**src/adc_cal_pkg.sv**
```systemverilog
// shared constants and types for the converter calibration/sync control
package adc_cal_pkg;

    // register byte offsets on the apb bus
    localparam logic [7:0] ADDR_CTRL   = 8'h00;
    localparam logic [7:0] ADDR_STATUS = 8'h04;
    localparam logic [7:0] ADDR_OFFSET = 8'h08;
    localparam logic [7:0] ADDR_GAIN   = 8'h0c;
    localparam logic [7:0] ADDR_RESULT = 8'h10;

    // control register field positions
    localparam int CTRL_STANDBY  = 0;
    localparam int CTRL_CAL      = 1;
    localparam int CTRL_POLARITY = 2;
    localparam int CTRL_PIN_FUNC = 3;
    localparam int CTRL_TEST     = 9;

    // status register field positions
    localparam int STAT_BUSY     = 0;
    localparam int STAT_HOLD     = 1;
    localparam int STAT_SERIAL   = 2;
    localparam int STAT_CORR_OK  = 3;
    localparam int STAT_MISMATCH = 4;
    localparam int STAT_VALID    = 5;
    localparam int STAT_STANDBY  = 6;
    localparam int STAT_STATE_LO = 8;

    // pin vector positions for the input synchronisers
    localparam int PIN_SERIAL = 0;
    localparam int PIN_POL    = 1;
    localparam int PIN_LOW_POWER_HOLD   = 2;
    localparam int PIN_CAL    = 3;
    localparam int PIN_ALIGN  = 4;
    localparam int PIN_SHARED = 5;
    localparam int PIN_COUNT  = 6;

    // timing counts in master clock cycles
    localparam int WORD_CYCLES      = 32;
    localparam int SYNC_HOLD_CYCLES = 2080;
    localparam int CAL_MAX_UNI      = 6720;
    localparam int CAL_MAX_BI       = 9024;
    localparam int CAL_AVG_WORDS    = 8;
    localparam int STRAP_WAIT       = 4;
    localparam logic [11:0] HOLD_COUNT = 12'(SYNC_HOLD_CYCLES);
    // settle words per phase: three settles plus two averages fit
    localparam logic [7:0] SETTLE_UNI = 8'(
        (CAL_MAX_UNI / WORD_CYCLES - 2 * CAL_AVG_WORDS - 2) / 3);
    localparam logic [7:0] SETTLE_BI = 8'(
        (CAL_MAX_BI / WORD_CYCLES - 2 * CAL_AVG_WORDS - 2) / 3);

    // gain correction format and reset values
    localparam int          GAIN_FRAC   = 14;
    localparam logic [15:0] GAIN_UNITY  = 16'h4000;
    localparam logic [15:0] TARGET_UNI  = 16'hffff;
    localparam logic [15:0] TARGET_BI   = 16'h7fff;
    localparam logic [4:0]  DIV_STEPS   = 5'h1e;

    // modulator input routing
    typedef enum logic [1:0] {
        MOD_PINS, MOD_SHORTED, MOD_REFERENCE
    } mod_sel_t;

    // calibration sequencer states
    typedef enum logic [2:0] {
        CAL_IDLE, CAL_OFS_SETTLE, CAL_OFS_AVG, CAL_GAIN_SETTLE,
        CAL_GAIN_AVG, CAL_GAIN_DIV, CAL_FINAL_SETTLE
    } cal_state_t;

    // apb request from master
    typedef struct packed {
        logic [7:0]  paddr;
        logic        psel;
        logic        penable;
        logic        pwrite;
        logic [31:0] pwdata;
    } apb_req_t;

    // apb answer to master
    typedef struct packed {
        logic [31:0] prdata;
        logic        pready;
        logic        pslverr;
    } apb_rsp_t;

endpackage : adc_cal_pkg

```
**src/adc_calibration_sync_control.sv**
```systemverilog
// calibration sequencer, sync control and output coding of the converter
//
// Summary of operation
// - bipolar results coded as two's complement
// - unipolar results coded as straight binary
// - offset: short inputs, settle, average eight
// - gain: reference input, settle, average eight
// - output equals (raw minus offset) times gain
// - reconnect pins, hold data until settled
// - sequence runs alone; host only starts it
// - corrections tied to polarity at start
// - calibration within 6720 or 9024 cycles
// - ready held high parallel, low serial
// - align rising edge aborts calibration, syncs
// - standby aborts a running calibration
// - corrections kept; change only at completion
// - serial strap low clears corrections
// - calibration leaves word phase untouched
// - one output word every 32 cycles
// - align resets filter, holds ready 2080 cycles
// - sync leaves corrections untouched
// - align sampled on clock, one-cycle uncertainty
// - pin function bit: 0 valid out, 1 align
// - calibrate bit starts, cleared at end
//
// The APB slave port and the placing of the registers are this design's own decisions.
`timescale 1ns/100ps
module adc_calibration_sync_control (
    // clock and reset
    input  wire logic                 pclk,
    input  wire logic                 presetn,
    // register bus
    input  wire adc_cal_pkg::apb_req_t apb_req,
    output adc_cal_pkg::apb_rsp_t     apb_rsp,
    // mode pins, serial mode
    input  wire logic                 serial_mode_pin,
    input  wire logic                 polarity_select,
    input  wire logic                 low_power_pin,
    input  wire logic                 calibrate_pin,
    input  wire logic                 align_pin,
    // shared valid/align pin
    input  wire logic                 shared_valid_align_pin_i,
    output logic                      shared_valid_align_pin_o,
    output logic                      shared_valid_align_pin_oe,
    // filter and modulator side
    input  wire logic [15:0]          raw_word,
    input  wire logic                 filter_overrange,
    output logic                      filter_reset,
    output adc_cal_pkg::mod_sel_t     mod_input_sel,
    output logic                      low_power_hold,
    // results
    output logic [15:0]               result_word,
    output logic                      word_ready_flag,
    output logic                      result_valid_out
);
    import adc_cal_pkg::*;

    // whole state of the block
    typedef struct packed {
        logic [PIN_COUNT-1:0] s1;      // first sync stage
        logic [PIN_COUNT-1:0] s2;      // second sync stage
        logic [PIN_COUNT-1:0] s3;      // third sync stage
        logic [PIN_COUNT-1:0] lvl;     // accepted pin levels
        logic [2:0]   strap_cnt;       // wait before strap capture
        logic         strap_done;      // strap taken
        logic         standby_bit;     // control fields
        logic         calibrate_bit;
        logic         polarity_bit;
        logic         pin_function_bit;
        logic         test_bit;
        logic         standby_prev;    // standby of last cycle
        logic [4:0]   phase;           // word phase
        logic [11:0]  hold_cnt;        // ready hold-off
        cal_state_t   cal_state;       // sequencer
        mod_sel_t     mod_sel;         // modulator routing
        logic [7:0]   word_cnt;        // words in phase
        logic         cal_bipolar;     // polarity at start
        logic signed [20:0] acc;       // calibration averaging accumulator
        logic signed [17:0] new_offset; // offset under test
        logic signed [17:0] div_den;   // measured gain span
        logic [18:0]  div_rem;         // divider remainder
        logic [29:0]  div_num;         // divider numerator
        logic [29:0]  div_q;           // divider quotient
        logic [4:0]   div_cnt;         // divider steps
        logic signed [17:0] offset;    // offset correction
        logic [15:0]  gain;            // gain correction
        logic         corr_bipolar;    // polarity of corrections
        logic         corr_valid;      // corrections loaded
        logic [15:0]  result;          // output word
        logic         result_valid;    // not clipped
        logic         ready_flag;      // ready indicator
        logic         filt_rst;        // filter reset pulse
        logic [31:0]  rdata;           // read data
    } state_t;

    state_t r;       // registered state
    state_t n;       // next state

    // next-state logic
    always_comb begin
        logic [PIN_COUNT-1:0] pins;
        logic [PIN_COUNT-1:0] rise;
        logic              serial;
        logic              standby;
        logic              bipolar;
        logic              align_rise;
        logic              tick;
        logic              busy;
        logic              setup;
        logic              wr_ctrl;
        logic [7:0]        settle;
        logic signed [17:0] raw_ext;
        logic signed [18:0] diff;
        logic signed [36:0] prod;
        logic signed [22:0] scaled;
        logic signed [20:0] sum;
        logic [18:0]       rem_sh;
        pins = '0;
        rise = '0;
        serial = 1'b0;
        standby = 1'b0;
        bipolar = 1'b0;
        align_rise = 1'b0;
        tick = 1'b0;
        busy = 1'b0;
        setup = 1'b0;
        wr_ctrl = 1'b0;
        settle = '0;
        raw_ext = '0;
        diff = '0;
        prod = '0;
        scaled = '0;
        sum = '0;
        rem_sh = '0;
        n = r;
        n.filt_rst = 1'b0;

        // three-stage pin synchronisers
        pins[PIN_SERIAL] = serial_mode_pin;
        pins[PIN_POL]    = polarity_select;
        pins[PIN_LOW_POWER_HOLD]   = low_power_pin;
        pins[PIN_CAL]    = calibrate_pin;
        pins[PIN_ALIGN]  = align_pin;
        pins[PIN_SHARED] = shared_valid_align_pin_i;
        n.s1 = pins;
        n.s2 = r.s1;
        n.s3 = r.s2;
        // a change counts once stages two and three agree
        for (int i = 0; i < PIN_COUNT; i++) begin
            if (r.s2[i] == r.s3[i]) begin
                n.lvl[i] = r.s3[i];
            end
        end
        rise = n.lvl & ~r.lvl;

        // effective modes: pins in serial, bits in parallel
        serial  = r.lvl[PIN_SERIAL];
        standby = serial ? r.lvl[PIN_LOW_POWER_HOLD] : r.standby_bit;
        bipolar = serial ? r.lvl[PIN_POL] : r.polarity_bit;
        // align source follows mode and pin function
        align_rise = serial ? rise[PIN_ALIGN]
                            : (r.pin_function_bit & rise[PIN_SHARED]);
        n.standby_prev = standby;

        // register bus: writes in access, read data caught at setup
        setup   = apb_req.psel & ~apb_req.penable;
        wr_ctrl = apb_req.psel & apb_req.penable & apb_req.pwrite
                  & (apb_req.paddr == ADDR_CTRL);
        if (setup) begin
            unique case (apb_req.paddr)
                ADDR_CTRL: begin
                    n.rdata = '0;
                    n.rdata[CTRL_STANDBY]  = r.standby_bit;
                    n.rdata[CTRL_CAL]      = r.calibrate_bit;
                    n.rdata[CTRL_POLARITY] = r.polarity_bit;
                    n.rdata[CTRL_PIN_FUNC] = r.pin_function_bit;
                    n.rdata[CTRL_TEST]     = r.test_bit;
                end
                ADDR_STATUS: begin
                    n.rdata = '0;
                    n.rdata[STAT_BUSY]     = (r.cal_state != CAL_IDLE);
                    n.rdata[STAT_HOLD]     = (r.hold_cnt != '0);
                    n.rdata[STAT_SERIAL]   = serial;
                    n.rdata[STAT_CORR_OK]  = r.corr_valid;
                    n.rdata[STAT_MISMATCH] = (r.corr_bipolar != bipolar);
                    n.rdata[STAT_VALID]    = r.result_valid;
                    n.rdata[STAT_STANDBY]  = standby;
                    n.rdata[STAT_STATE_LO +: 3] = r.cal_state;
                end
                ADDR_OFFSET: n.rdata = 32'(r.offset);
                ADDR_GAIN:   n.rdata = {16'h0000, r.gain};
                ADDR_RESULT: n.rdata = {16'h0000, r.result};
                default:     n.rdata = '0;
            endcase
        end
        if (wr_ctrl) begin
            n.standby_bit      = apb_req.pwdata[CTRL_STANDBY];
            n.polarity_bit     = apb_req.pwdata[CTRL_POLARITY];
            n.pin_function_bit = apb_req.pwdata[CTRL_PIN_FUNC];
            n.test_bit         = apb_req.pwdata[CTRL_TEST];
        end

        // power-up strap: serial with calibrate pin low clears
        if (!r.strap_done) begin
            n.strap_cnt = r.strap_cnt + 3'h1;
            if (r.strap_cnt == 3'(STRAP_WAIT)) begin
                n.strap_done = 1'b1;
                if (serial && !r.lvl[PIN_CAL]) begin
                    n.offset     = '0;
                    n.gain       = GAIN_UNITY;
                    n.corr_valid = 1'b1;
                end
            end
        end

        // word phase: free running, stopped in standby
        if (!standby) begin
            n.phase = r.phase + 5'h01;
        end
        tick = !standby && (r.phase == 5'(WORD_CYCLES - 1));

        // ready hold-off counts down while running
        if (!standby && r.hold_cnt != '0) begin
            n.hold_cnt = r.hold_cnt - 12'h001;
        end
        // leaving standby needs a fresh settle
        if (r.standby_prev && !standby) begin
            n.hold_cnt = HOLD_COUNT;
        end

        // sign or zero extend the filter output
        raw_ext = bipolar ? {{2{raw_word[15]}}, raw_word}
                          : {2'b00, raw_word};
        sum     = r.acc + 21'(raw_ext);
        settle  = r.cal_bipolar ? SETTLE_BI : SETTLE_UNI;

        // calibration sequencer, paced by word ticks
        unique case (r.cal_state)
            CAL_IDLE: begin
                n.mod_sel = MOD_PINS;
                if (r.calibrate_bit && !standby && r.strap_done) begin
                    n.cal_state   = CAL_OFS_SETTLE;
                    n.cal_bipolar = bipolar;
                    n.word_cnt    = '0;
                    n.mod_sel     = MOD_SHORTED;
                end
            end
            CAL_OFS_SETTLE: begin
                if (tick) begin
                    n.word_cnt = r.word_cnt + 8'h01;
                    if (r.word_cnt == settle - 8'h01) begin
                        n.cal_state = CAL_OFS_AVG;
                        n.word_cnt  = '0;
                        n.acc       = '0;
                    end
                end
            end
            CAL_OFS_AVG: begin
                if (tick) begin
                    n.acc      = sum;
                    n.word_cnt = r.word_cnt + 8'h01;
                    if (r.word_cnt == 8'(CAL_AVG_WORDS - 1)) begin
                        n.new_offset = 18'(sum >>> 3);
                        n.cal_state  = CAL_GAIN_SETTLE;
                        n.mod_sel    = MOD_REFERENCE;
                        n.word_cnt   = '0;
                    end
                end
            end
            CAL_GAIN_SETTLE: begin
                if (tick) begin
                    n.word_cnt = r.word_cnt + 8'h01;
                    if (r.word_cnt == settle - 8'h01) begin
                        n.cal_state = CAL_GAIN_AVG;
                        n.word_cnt  = '0;
                        n.acc       = '0;
                    end
                end
            end
            CAL_GAIN_AVG: begin
                if (tick) begin
                    n.acc      = sum;
                    n.word_cnt = r.word_cnt + 8'h01;
                    if (r.word_cnt == 8'(CAL_AVG_WORDS - 1)) begin
                        // span of reference over offset
                        n.div_den = 18'(sum >>> 3) - r.new_offset;
                        n.div_num = {r.cal_bipolar ? TARGET_BI
                                                   : TARGET_UNI,
                                     14'h0000};
                        n.div_rem   = '0;
                        n.div_q     = '0;
                        n.div_cnt   = '0;
                        n.cal_state = CAL_GAIN_DIV;
                        n.mod_sel   = MOD_PINS;
                    end
                end
            end
            CAL_GAIN_DIV: begin
                // restoring division, one quotient bit per cycle
                rem_sh    = {r.div_rem[17:0], r.div_num[29]};
                n.div_num = {r.div_num[28:0], 1'b0};
                if (r.div_den > 0 && rem_sh >= 19'(r.div_den)) begin
                    n.div_rem = rem_sh - 19'(r.div_den);
                    n.div_q   = {r.div_q[28:0], 1'b1};
                end else begin
                    n.div_rem = rem_sh;
                    n.div_q   = {r.div_q[28:0], 1'b0};
                end
                n.div_cnt = r.div_cnt + 5'h01;
                if (r.div_cnt == DIV_STEPS - 5'h01) begin
                    // load both corrections together
                    n.offset       = r.new_offset;
                    n.corr_bipolar = r.cal_bipolar;
                    n.corr_valid   = 1'b1;
                    if (r.div_den <= 0 || n.div_q[29:16] != '0) begin
                        n.gain = 16'hffff;
                    end else begin
                        n.gain = n.div_q[15:0];
                    end
                    n.cal_state = CAL_FINAL_SETTLE;
                    n.word_cnt  = '0;
                end
            end
            CAL_FINAL_SETTLE: begin
                // pins reconnected, wait for filter to settle
                if (tick) begin
                    n.word_cnt = r.word_cnt + 8'h01;
                    if (r.word_cnt == settle - 8'h01) begin
                        n.cal_state     = CAL_IDLE;
                        n.calibrate_bit = 1'b0;
                    end
                end
            end
            default: begin
                n.cal_state = CAL_IDLE;
                n.mod_sel   = MOD_PINS;
            end
        endcase

        // standby aborts calibration, corrections kept
        if (standby && r.cal_state != CAL_IDLE) begin
            n.cal_state     = CAL_IDLE;
            n.mod_sel       = MOD_PINS;
            n.calibrate_bit = 1'b0;
        end

        // align edge: abort, reset filter and phase, hold off
        if (align_rise) begin
            n.cal_state     = CAL_IDLE;
            n.mod_sel       = MOD_PINS;
            n.calibrate_bit = 1'b0;
            n.filt_rst      = 1'b1;
            n.phase         = '0;
            n.hold_cnt      = HOLD_COUNT;
        end

        // start requests: a set wins over the end-of-cycle clear
        if (wr_ctrl && apb_req.pwdata[CTRL_CAL]) begin
            n.calibrate_bit = 1'b1;
        end
        if (serial && rise[PIN_CAL]) begin
            n.calibrate_bit = 1'b1;
        end

        // output correction and coding on each word tick while not busy
        busy = (n.cal_state != CAL_IDLE) || (n.hold_cnt != '0)
               || standby;
        diff   = 19'(raw_ext) - 19'(r.offset);
        prod   = 37'(diff) * 37'($signed({1'b0, r.gain}));
        scaled = prod[36:GAIN_FRAC];
        if (tick && !busy) begin
            n.result_valid = !filter_overrange;
            if (bipolar) begin
                if (scaled > 23'sd32767) begin
                    n.result       = 16'h7fff;
                    n.result_valid = 1'b0;
                end else if (scaled < -23'sd32768) begin
                    n.result       = 16'h8000;
                    n.result_valid = 1'b0;
                end else begin
                    n.result = scaled[15:0];
                end
            end else begin
                if (scaled < 0) begin
                    n.result       = 16'h0000;
                    n.result_valid = 1'b0;
                end else if (scaled > 23'sd65535) begin
                    n.result       = 16'hffff;
                    n.result_valid = 1'b0;
                end else begin
                    n.result = scaled[15:0];
                end
            end
        end

        // ready indicator: held while busy, else word strobe
        if (serial) begin
            n.ready_flag = !busy && (n.phase == 5'h00);
        end else begin
            n.ready_flag = busy || (n.phase < 5'h02);
        end
    end

    // state register
    always_ff @(posedge pclk or negedge presetn) begin
        if (!presetn) begin
            r          <= '0;
            r.gain     <= GAIN_UNITY;
            r.hold_cnt <= HOLD_COUNT;
            r.ready_flag <= 1'b1;
        end else begin
            r <= n;
        end
    end

    // register bus answer: no wait states
    always_comb begin
        apb_rsp.prdata  = r.rdata;
        apb_rsp.pready  = 1'b1;
        apb_rsp.pslverr = apb_req.psel & apb_req.penable
                          & (apb_req.paddr != ADDR_CTRL)
                          & (apb_req.paddr != ADDR_STATUS)
                          & (apb_req.paddr != ADDR_OFFSET)
                          & (apb_req.paddr != ADDR_GAIN)
                          & (apb_req.paddr != ADDR_RESULT);
    end

    // pin and filter side outputs
    assign shared_valid_align_pin_o  = r.result_valid;
    assign shared_valid_align_pin_oe = !r.lvl[PIN_SERIAL]
                                       && !r.pin_function_bit;
    assign filter_reset     = r.filt_rst;
    assign mod_input_sel    = r.mod_sel;
    assign low_power_hold   = r.lvl[PIN_SERIAL] ? r.lvl[PIN_LOW_POWER_HOLD]
                                                : r.standby_bit;
    assign result_word      = r.result;
    assign word_ready_flag  = r.ready_flag;
    assign result_valid_out = r.result_valid;

endmodule : adc_calibration_sync_control

```
**config.mk**
```make
export PLATFORM = sky130hd
export DESIGN_NAME = adc_calibration_sync_control
export DESIGN_NICKNAME = d
export VERILOG_FILES = /design/src/adc_cal_pkg.sv /design/src/adc_calibration_sync_control.sv
export SDC_FILE = /design/constraint.sdc
export NUM_CORES = 1
export LEC_CHECK = 0
export BUFFER_PORTS_ARGS = -buffer_cell sky130_fd_sc_hd__buf_2
export CORE_ASPECT_RATIO = 0.75
export CORE_MARGIN = 1.5
export CORE_UTILIZATION = 69
export DETAILED_ROUTE_END_ITERATION = 8
export HOLD_SLACK_MARGIN = 0.02
export PLACE_DENSITY_LB_ADDON = 0.12
export SLEW_MARGIN = 15
export SYNTH_ARGS = -nofsm -noshare
export SYNTH_HDL_FRONTEND = slang
export SYNTH_SLANG_ARGS = --single-unit
```
**constraint.sdc**
```tcl
create_clock -name pclk -period 15.4 [get_ports pclk]
set_clock_uncertainty 0.1 [all_clocks]
set_input_delay 3.08 -clock pclk [delete_from_list [all_inputs] [get_ports pclk]]
set_output_delay 3.08 -clock pclk [all_outputs]
set_load 0.1 [all_outputs]
```
==> results summary, run 1 <==
The via density per instance came out at 5.988. Once the clock tree was built, the setup fixing pass inserted 0 buffers. The CTS clock-pin slew for the worst setup and hold paths came out at 60 ps. STA classifies the critical path endpoint as a register. TritonCTS created 28 clock buffers. The post-detailed-route DRC marker count came out at 0.

The layout overhead on the synthesized area is 5.753%. The pin slew with the least headroom to its limit came out at 1261 ps. The floorplan step defined a die boundary enclosing 39330 µm².

The floorplan step set the die height to 172.1 µm. The detail route stage leaves a number of antenna-violating nets equal to 0. The total overflow left after global routing is 0.

The largest single stage delay on the critical path is 1040 ps. The CTS sink count came out at 263. The minimum setup slack among reg-to-reg paths is 4390 ps.

The average wire length per cell after detail routing came out at 19.12 µm. The slowest stage of the critical path belongs to the cell o21ai_1. Setup repair after global routing left no endpoint under its margin. The number of endpoints failing setup at the final stage came out at 0. The number of placement rows came out at 61. The area fraction of the dominant cell type after synthesis is 24.63%. The startpoint identified for the worst hold timing path is n[285]. Measured in cells, the most critical reg-to-reg path has a length of 33. The number of H-tree branching levels came out at 1. The maximum frequency from static timing analysis is roughly 0.076 GHz. The worst register-to-register path ends at result_word[14].

The die width came out at about 230 µm. The final hold violation count is 0. The global-route usage over all layers came out at 35.00%.

The quantity of hold-fixing buffers added after cts is 0. The run finished with clean final reports. The post-layout instance area came out at 27830 µm².

Pin placement for this block handled 126 I/O pins. The setup total negative slack is 0 ps. The synthesized netlist occupies a cell area of 26320 µm². The async set-reset flop share out of synthesis is 100.0%. The post-cts repair resize count came out at 0. The post-placement cell count came out at ~3.4k. The region available for standard cell placement spans 37320 µm².

The post-synth net total is approximately 3.5k. The worst setup path is of the in -> reg kind. Power spread over the standard cell area amounts to 65.45 nW/µm². The storage element area came out at 6586 µm². The post-detailed-placement half-perimeter wirelength is 50.53 mm.

The normalized max-slew margin is 15.39%. Counting distinct cell types in the post-synthesis netlist gives 89. The path category of the worst min-delay check is reg -> reg. The worst hold path passes through 0 cells.

The portion of the post-synthesis area used by sequential elements is 25.03%. The number of flops mapped to enable cells by yosys came out at 0. The required time of the critical path came out at 15660 ps. For this run, the number of Yosys warnings is 0.

Among the stages of the critical path, the cell type that occurs most often is fa_1. The worst voltage drop across the vdd grid is roughly 0.073 mV. The violation count after the first detailed-route iteration came out at 2035. The first TritonRoute pass finished after 6 iterations. The starting utilization of the core area came out at between 70% and 80%. The path with the worst hold slack has its endpoint at n[279]. The critical path starts at raw_word[0]. STA classifies the critical path startpoint as an input port.

The library cell with the largest summed area after synthesis is dfrtp_1. The average cell area after synthesis came out at 8.985 µm². The max-slew violation total from the final report is 0. The final worst hold slack came out at 250.6 ps. Synthesis handed over a netlist of 2929 instances.

For this design the static power due to leakage is approximately 14 nW. The quantity of I/O buffers inserted on ports came out at 97. The vias after detailed routing came out at approximately 21k. In the final layout, the share of cells above drive strength 1 is 8.083%. The count of nets after finishing came out at 3448. The number of global-route vias before repair was between 20k and 25k. Leaving out filler cells and counting taps, the final layout contains 3437.

The area of placed instances came out at 26850 µm². The cell with the most instances after synthesis is inv_1. The number of antenna violations at the first check in global routing is 2. The final weighted congestion in routability-driven placement came out at 0.9104. The total power after layout is 1.822 mW. By count the netlist is led by inv_1, nand2_1, fa_1. The clock network latency to the later pin of the worst-skew pair came out at 580 ps. Of all nets on the critical path, the largest fanout is 22. The total wire length after detailed routing is 65.72 mm. In this run the critical register-to-register path is launched from r[69].

Entering global routing, the biggest net connects 120 pins. The wire length of the first global-routing pass is 108.9 mm. The area used by multi-input combinational logic is around 17000 µm². The clock period could shrink to 13160 ps. Counting the fill cells in the layout gives 2751. The number of max-cap violations came out at 0. Dividing the final minimum period by the clock period gives between 80% and 90%. The flop and latch count out of synthesis came out at approximately 260. The buffer cell driving the clock tree root is clkbuf_16. Sorting the synthesized cells by area gives the leading types as dfrtp_1, fa_1, ha_1.

Among all flip-flop cells after synthesis, the most frequent one is dfrtp_1. The arrival time of data at the critical path endpoint is 13410 ps. TritonCTS built the clock tree. The number of buffers between clock root and the deepest sink came out at 3.
==> per-layer routing <==
layer  routed length (µm)  part of all wire, %  up-vias  GRT usage (%)
met5                   23                0.035        -              0
met3                 5870                  8.9      146          7.454
met4                 2741                  4.2        4          12.87
li1                     -                    -     9315              -
met2                29600                   45      859          56.02
met1                27470                   42    10260          47.57
==> through the flow <==
step / utilization (%) / worst slack [ps]
final: 74.57 / 2245
after global routing: 74.57 / 1650
after CTS: 74.53 / 2475
after detailed placement: 71.95 / 2017
after global placement: 71.95 / 2274
after floorplan: - / 3474
==> cells by family (layout without fill, tap and decap cells) <==
logic type	after synthesis	in the layout	synth area share [%]
adders and majority gates	481	481	31.38
AOI/OAI and AO/OA	469	469	11.35
other	1	2	0.01425
DFF	263	263	25.03
xor gates and xnor gates	114	114	3.794
muxes	46	46	1.959
and+or+nand+nor	921	921	16.66
buffers and inverters	634	637	9.822
==> power by group <==
part           total, mW  internal, mW  leakage (nW)  switching (mW)
registers          0.765         0.723          3.34          0.0417
logic              0.341         0.119          10.4           0.223
clock network      0.715         0.412         0.475           0.303
==> sequential cells by signal, summed over array words and instances, names as in the netlist, named ones only <==
register,count
r,209
result_word,16
apb_rsp,18
filter_reset,1
mod_input_sel,2
word_ready_flag,1
result_valid_out,1
n,12
==> placed cells by master, fill, tap and decap left out, types with 12 or more instances in the layout <==
cell type and instances:
dfrtp_1 259, a22o_1 33, or3_1 12, a21o_1 31, and3_1 20, nand3_1 29
mux2_2 24, ha_1 168, clkbuf_16 28, nor3_1 34, xor2_1 41, inv_1 458
nor2b_1 37, nor4_1 15, buf_4 28, o211ai_1 24, fa_1 302, a21oi_1 127
buf_2 96, xnor2_1 67, nor2_1 153, mux2i_1 20, o21ai_0 144, nand4_1 21
and2_1 115, nand2_1 404, nand2b_1 35
==> area by class of cell <==
| type | instances | share of cell area, % |
|---|---|---|
| antenna | 1 | 0.008991 |
| tap | 504 | 2.266 |
| clock buffer | 34 | 2.634 |
| multi-input combinational | 2032 | 61.82 |
| sequential | 263 | 23.66 |
| timing repair buffer | 126 | 2.576 |
| clock inverter | 18 | 0.8362 |
| inverter | 459 | 6.190 |
==> worst max-delay path by stage <==
stage                      end  slack (ps)  cells after the start
2_1_floorplan  result_word[11]        3470                     35
3_3_place_gp   result_word[12]        2270                     35
3_5_place_dp    result_word[5]        2020                     35
4_1_cts        result_word[14]        2480                     35
5_1_grt        result_word[14]        1650                     35
6_report       result_word[14]        2240                     35
==> worst max-delay path: cells and delay by family <==
family	cells	cell delay (ps)
buffers and inverters	6	760
AO/OA/AOI/OAI	16	4910
adder cells (fa/ha/maj)	9	4000
AND/OR/NAND/NOR	3	420
XOR/XNOR	1	190
Power figures use the tool's default switching activity.
==> run 2, diff against run 1 <==
--- a/config.mk
+++ b/config.mk
@@ -8,10 +8,11 @@
 export BUFFER_PORTS_ARGS = -buffer_cell sky130_fd_sc_hd__buf_2
 export CORE_ASPECT_RATIO = 0.75
 export CORE_MARGIN = 1.5
-export CORE_UTILIZATION = 69
+export CORE_UTILIZATION = 64
 export DETAILED_ROUTE_END_ITERATION = 8
 export HOLD_SLACK_MARGIN = 0.02
 export PLACE_DENSITY_LB_ADDON = 0.12
+export SETUP_SLACK_MARGIN = 0.05
 export SLEW_MARGIN = 15
 export SYNTH_ARGS = -nofsm -noshare
 export SYNTH_HDL_FRONTEND = slang
==> constraint.sdc (replaced) <==
create_clock -name pclk -period 12.4 [get_ports pclk]
set_clock_uncertainty 0.1 [all_clocks]
set_input_delay 2.48 -clock pclk [delete_from_list [all_inputs] [get_ports pclk]]
set_output_delay 2.48 -clock pclk [all_outputs]
set_load 0.1 [all_outputs]
==> run 2 against run 1 <==
Net effect:
- critical path depth up 1
- via count down 1.1%
- first-iteration DRC count down 11%
- largest cell class unchanged
==> results summary, run 2 (same netlist as run 1, synthesis figures left out) <==
The worst hold path begins at n[283]. The post-detailed-route DRC marker count came out at 0. The vertical die dimension is roughly 180 µm. For the worst setup path, the data required time is around 13000 ps. The total wire length after detailed routing is ~66 mm. The starting utilization of the core area came out at between 60% and 70%.

Setup violations remaining at the end of the flow were counted as 0. The minimum setup slack among reg-to-reg paths came out at approximately 2100 ps. The number of clock buffers added by TritonCTS is 30. The most numerous cell type found on the critical path is fa_1. The setup total negative slack came out at 0 ps. The post-placement cell count is 3420. Before CTS, the worst setup slack after placement is 12.43 ps. The number of antenna violations at the first check in global routing came to 0. Dividing the detail-routed wire length by the instance count gives 18.84 µm. The critical path is of the in -> reg type. The wire length of the first global-routing pass is 106.9 mm. The path category of the worst min-delay check is reg -> reg. The layout overhead on the synthesized area came out at 6.332%.

The worst voltage drop across the vdd grid came out at ~0.097 mV. Leaving out fill and tap cells, the most frequent cells in the layout are inv_1, nand2_1, fa_1. The clock period could shrink to 11850 ps.

In this run the critical register-to-register path is launched from r[69]. For this design, the slowest cell found on the critical path is fa_1. The post-cts repair resize count came out at 0.

The tool flagged a number of max-cap violations equal to 0. The max-slew violation total from the final report came out at 0. Entering global routing, the biggest net connects 134 pins. The stage delay of the slowest cell on the critical path is ~650 ps. The total power divided by cell area came out at 82.72 nW/µm². The number of global-route vias before repair was 20.81k. The register with the most flip-flops in the layout has 209 of them.

The post-detailed-placement half-perimeter wirelength is 50.54 mm. In this run the critical register-to-register path is captured at result_word[11]. The number of standard cells in the layout, taps in and fillers out is 3477. The number of fillers in the final layout came out at roughly 3.2k. The via density per instance came out at a little under 6. The floorplan step defined a die boundary enclosing between 40000 and 50000 µm². The most flop-heavy register is r. The largest fanout of any net on the critical path is 22. The final hold violation count is 0. The number of H-tree branching levels came out at 1. Leaving out fill and tap cells, the most frequent cell in the layout is inv_1. The launching instance or port of the critical path is raw_word[0]. Setup repair after global routing left no endpoint under its margin. The quantity of hold-fixing buffers added after cts came out at 0. For this design the top-level I/O count stands at 126. The fraction of final layout cells with drive strength greater than 1 came out at between 8 and 9%.

Sequential cells burn 41.2% of the power. The die width came out at 237.2 µm. The final critical-path setup slack is 552.2 ps. The worst register-to-register path has a depth of 34.

The core region is a little over 40000 µm². The count of nets after finishing is between 3k and 4k. The arrival time of data at the critical path endpoint came out at 12240 ps. The number of search-and-repair iterations in the first detailed-routing pass came out at 8. The number of cells on the worst hold path came out at 0. The pin slew with the least headroom to its limit is 1157 ps. The vias after detailed routing is 20.36k. Clock tree synthesis selected as its root buffer the cell clkbuf_16.

The final worst hold slack is 247.9 ps. The total congestion overflow is 0. Of the total power, combinational logic draws a little under a fifth. The worst setup path is captured at a register. Cell internal power was estimated by the tool at 1.604 mW.

The normalized max-slew margin came out at 22.31%. The longest clock path from root to sink contains 3 buffers. The CTS sink count came out at 263. The flow ran to the end, and the final reports show no timing, DRC or antenna violations.

0 antenna diodes ended up in the layout. TritonCTS built the clock tree. The maximum frequency from static timing analysis came out at around 0.084 GHz.

Of the total power, the share spent switching nets is 30.70%. In this run the remaining antenna-violating nets after routing total 0. The number of placement rows is 64. At the end of routability-driven placement, the weighted congestion stood at 0.9163. Following the worst setup path forward leads to its endpoint at result_word[11]. The clock network latency to the later pin of the worst-skew pair is slightly below 600 ps.

The global-route usage over all layers is around 32%. The net switching power came out at 0.7107 mW. In this run the static leakage power is 14.29 nW. The clock network fraction of design power is 40.4%.

Measured on the finished design, the core utilization comes to 68.79%. The critical path launch point type is an input port. Buffers placed on the I/O ports in this run total 97.

The violation count after the first detailed-route iteration came out at 1815. The final critical path takes up 95.55% of the cycle. The CTS clock-pin slew for the worst setup and hold paths is 60 ps.
run 2: cell count changes in the layout (fill, tap and decap cells not counted), sizes merged:
cell | previous run | this run
clkinv | 10 | 8
inv | 462 | 461
buf | 126 | 139
clkbuf | 34 | 41
diode | 1 | 0
run 2: through the flow:
step | cell area, µm² | total power, mW
2_1_floorplan | 26320 | 1.249
3_3_place_gp | 26940 | 1.367
3_5_place_dp | 26940 | 1.384
4_1_cts | 27980 | 2.319
5_1_grt | 27980 | 2.403
6_report | 27980 | 2.315
run 2: worst min-delay path by stage:
stage | slack, ps | endpoint
after global routing | 270 | n[277]
after detailed placement | 230 | n[280]
final | 250 | n[277]
after CTS | 250 | n[277]
after global placement | 230 | n[277]
after floorplan | 230 | n[275]
run 2: power groups by stage:
stage               logic [mW]  registers [mW]  clock network, mW
finish                   0.427           0.953              0.934
global route             0.467           0.957              0.978
floorplan                0.304           0.946                  0
CTS                      0.423           0.951              0.945
detailed placement       0.419           0.965                  0
global placement         0.405           0.962                  0
run 2: area by class of cell:
type | count | area (µm²) | share of cell area, %
Inverter | 459 | 1723 | 6.157
Multi-Input combinational cell | 2032 | 17170 | 61.35
Sequential cell | 263 | 6586 | 23.54
Clock buffer | 41 | 832.0 | 2.973
Clock inverter | 15 | 202.7 | 0.7243
Tap cell | 528 | 660.6 | 2.361
Timing Repair Buffer | 139 | 810.8 | 2.897
run 2: layer usage:
metal  vias to the layer above  wire, µm  global-route usage [%]
met4                         2      2611                   11.39
li1                       9343         -                       -
met3                       131      5860                   6.855
met5                         -        64                   1.166
met1                     10070     28080                   44.13
met2                       807     28900                   50.69
run 2: what timing repair did:
action,4_1_cts,5_1_grt
setup buffers,0,1
setup endpoints to repair,0,10
endpoints found under the hold margin,0,0
run 2: critical path: cells and delay by family:
kind            cells  cell delay (ps)
buf+inv             7              960
fa+ha+maj           9             4010
simple gates        4              920
compound gates     16             3830
==> run 3, diff against run 2 <==
--- a/config.mk
+++ b/config.mk
@@ -5,6 +5,7 @@
 export SDC_FILE = /design/constraint.sdc
 export NUM_CORES = 1
 export LEC_CHECK = 0
+export ABC_AREA = 1
 export BUFFER_PORTS_ARGS = -buffer_cell sky130_fd_sc_hd__buf_2
 export CORE_ASPECT_RATIO = 0.75
 export CORE_MARGIN = 1.5
==> run 3 against run 2 <==
Net effect:
- die area up 6.1%
- synthesized area grew 6.1%
- sequential cell count did not move
- largest power group unchanged
- sequential power up 4.1%
- via count grew 16%
- hold slack is essentially flat
- routed wire length grew 17%
==> results summary, run 3 <==
The die width came out at 244.2 µm. The critical path in this run is classified as in -> reg. Max-cap violations in this run came to 0. Once the clock tree was built, the resizer swapped 0 gates to a different size. The normalized max-slew margin came out at between 30% and 40%. The most flop-heavy register is r.

The quantity of hold-fixing buffers added after cts came out at 0. The floorplan step set the die height to approximately 180 µm. The wire length of the first global-routing pass is 124.5 mm.

By area the synthesized netlist is led by dfrtp_1, fa_1, inv_1. The CTS sink count is approximately 260. The final hold violation count is 0. The number of antenna violations at the first check in global routing was 0. The total power after layout came out at about 2.8 mW. After filler insertion, the fill cell instance count of the layout stands at between 3k and 4k. Counting flops and latches in the post-synthesis netlist gives 263. The final critical-path setup slack is ~1600 ps. By instance count, the leading cell after synthesis is inv_1. Clock tree synthesis inserted a total of 28 buffers. The clock reaches the later pin of the worst-skew pair after ~560 ps.

Leaving out fill and tap cells, the most frequent cell in the layout is inv_1. In this run the post-CTS setup repair buffer count came out at 0. Timing analysis after detailed placement gives a worst setup slack of 1227 ps. The fraction of power spent switching nets came out at 38.39%. The area of placed instances is between 20000 and 30000 µm². Sequential elements use 23.58% of the synthesized area. The top cell types in the final layout, fill and taps aside, are inv_1, nand2_1, fa_1.

The final cell utilization of the core is 68.35%. The total power divided by cell area is between 90 and 100 nW/µm². The first detailed-routing pass took 6 iterations. The power share of the combinational group came out at 32.3%. dfrtp_1 takes more of the synthesized area than any other cell. The predominant post-synthesis flop cell is dfrtp_1. The average cell area after synthesis is 7.743 µm². The run finished with clean final reports. The Yosys step of the flow raised 0 warnings. Port buffering added 97 buffers. The shortest period the worst path allows came out at approximately 11000 ps.

The via density per instance came out at 5.620. The core footprint came out at 43190 µm². TritonCTS built the clock tree. The number of standard cells in the layout, taps in and fillers out is 4215. The highest layer touched by signal routing is met4. The number of buffers between clock root and the deepest sink came out at 3. The average wire length per cell after detail routing is 18.16 µm. The total wire length after detailed routing is 76.55 mm.

Across all register-to-register paths, the minimum setup slack is 2710 ps. The die covers 44930 µm². In this run the clock root is driven by a clkbuf_16. Summing over every cut layer, the via total after detailed routing is 23.69k. The number of cells on the worst hold path is 0.

The critical path endpoint category is a register. The worst path uses slightly below 90% of the clock period. In the final layout, the share of cells above drive strength 1 is 8.166%. The slowest stage of the critical path is the o21ai_0 cell. Setup repair after global routing left no endpoint under its margin. The synthesized netlist cell count came out at 3608. The static leakage came out at between 15 and 20 nW. The maximum number of pins on one net before global-route repair is 160. The largest fanout of any net on the critical path came out at 17. For this run, asynchronously set or reset flops after synthesis account for 100.0%.

The required time of the critical path came out at 12810 ps. The max-slew violation total from the final report came out at 0. The number of endpoints failing setup at the final stage came out at 0. The area fraction of the dominant cell type after synthesis came out at between 20% and 30%.

The post-placement cell count came out at 4164. The number of H-tree branching levels came out at 1. The worst register-to-register path has a depth of 36. The stage delay of the slowest cell on the critical path came out at 580 ps. Once the floorplan was initialized, standard cells occupied 64.68% of the core.

The endpoint identified for the worst register-to-register timing path is result_word[15]. The setup total negative slack came out at 0 ps. Registers are responsible for between 30% and 40% of the overall power.

The number of placement rows came out at 66. STA classifies the critical path startpoint as an input port. The met3 wire length is about 8.7 mm. In the routed design, unresolved DRC markers number 0.

The path with the worst hold slack has its endpoint at n[278]. The number of global-route vias before repair is about 24k. The flip-flop count of the largest register, all copies and words added came out at 209. The tightest min-delay check is of the reg -> reg type. The post-detailed-placement half-perimeter wirelength is 61.54 mm.

The number of antenna diodes in the final layout is 0. The post-synth net total came out at around 4.1k. After detailed routing, the wire length on met1 is 33.05 mm. Counting distinct cell types in the post-synthesis netlist gives 68. The final weighted congestion in routability-driven placement came out at 0.9396. In this run the power spent charging and discharging nets is 1.079 mW. In this run, the number of DRC markers left after iteration 0 of detailed routing was 2196. The total congestion overflow is 0. The launch instance of the worst min-delay path is n[284]. The cell that appears most often on the critical path is nand2_1. The count of boundary I/O pins is about 130. The internal portion of total power came out at roughly 1.7 mW. The layout overhead on the synthesized area came out at 5.675%.

IR analysis of the VDD net gives a maximum drop of 0.1784 mV. After detailed routing, the met2 layer carries between 30 and 40 mm of wire. The netlist area before placement came out at 27940 µm². Clock-pin slew was measured on the worst setup and hold paths at 60 ps.

The maximum frequency from static timing analysis came out at 0.09218 GHz. The clock network fraction of design power came out at 32.4%. After synthesis, the most frequently instantiated cells are inv_1, nand2_1, fa_1.

Once detail routing completed, the nets flagged for antenna violations numbered 0. The count of nets after finishing came out at about 4.2k. The number of flops mapped to enable cells by yosys came out at 0. The arrival time of data at the critical path endpoint came out at 11250 ps. The final worst hold slack is between 200 and 250 ps. The pin slew with the least headroom to its limit is 927.3 ps.

After routing the design area is ~30000 µm². The global-route usage over all layers came out at between 30% and 40%.
## run 3: changes by cell type in the layout (fill, tap and decap cells not counted), moves of 71 or more
| cell | before | now |
|---|---|---|
| and2_1 | 115 | 3 |
| inv_1 | 458 | 809 |
| nand2_1 | 404 | 787 |
| nand3_1 | 29 | 113 |
| nor2_1 | 153 | 270 |
| o22ai_1 | 6 | 77 |
## run 3: kinds of logic (layout without fill, tap and decap cells)
kind of cell | count (synthesis) | count (layout) | synth area share [%]
compound gates | 481 | 481 | 9.952
xor+xnor | 85 | 85 | 2.665
fa+ha+maj | 474 | 474 | 29.31
buf+inv | 979 | 1008 | 14.22
flops | 263 | 263 | 23.58
mux | 5 | 5 | 0.1971
other cells | 1 | 1 | 0.01342
simple gates | 1320 | 1320 | 20.07
## run 3: critical path, delay by kind of cell
kind | cells | cell delay, ps
adders and majority gates | 8 | 3740
buffers and inverters | 7 | 500
AOI/OAI and AO/OA | 6 | 1740
and+or+nand+nor | 18 | 2760
## run 3: worst max-delay path by stage
stage,from,endpoint,slack [ps],depth (start not counted)
4_1_cts,raw_word[3],result_word[15],1790,41
6_report,raw_word[4],result_word[15],1550,39
5_1_grt,raw_word[3],result_word[15],970,42
3_5_place_dp,raw_word[3],result_word[15],1230,41
3_3_place_gp,raw_word[4],result_word[15],1340,39
2_1_floorplan,raw_word[3],result_word[3],2490,42
## run 3: cell type report
cell class	count	area [µm²]	share of cell area [%]
clock buffer	38	819.5	2.776
timing repair buffer	117	658.1	2.229
multi-input combinational	2366	17390	58.90
clock inverter	13	186.4	0.6315
tap	578	723.2	2.450
sequential	263	6586	22.31
inverter	840	3159	10.70
## run 3: power by group through the flow
stage	clock network, mW	registers [mW]	logic, mW
after global routing	0.954	0.998	0.990
final	0.911	0.992	0.908
after global placement	0	1.00	0.869
after floorplan	0	0.984	0.701
after CTS	0.921	0.990	0.896
after detailed placement	0	1.00	0.889
## run 3: per-layer routing
layer | global-route usage (%) | vias to the layer above
li1 | - | 11000
met1 | 49.63 | 11470
met2 | 53.93 | 1089
met3 | 10.60 | 131
met4 | 9.481 | 0
met5 | 0 | -
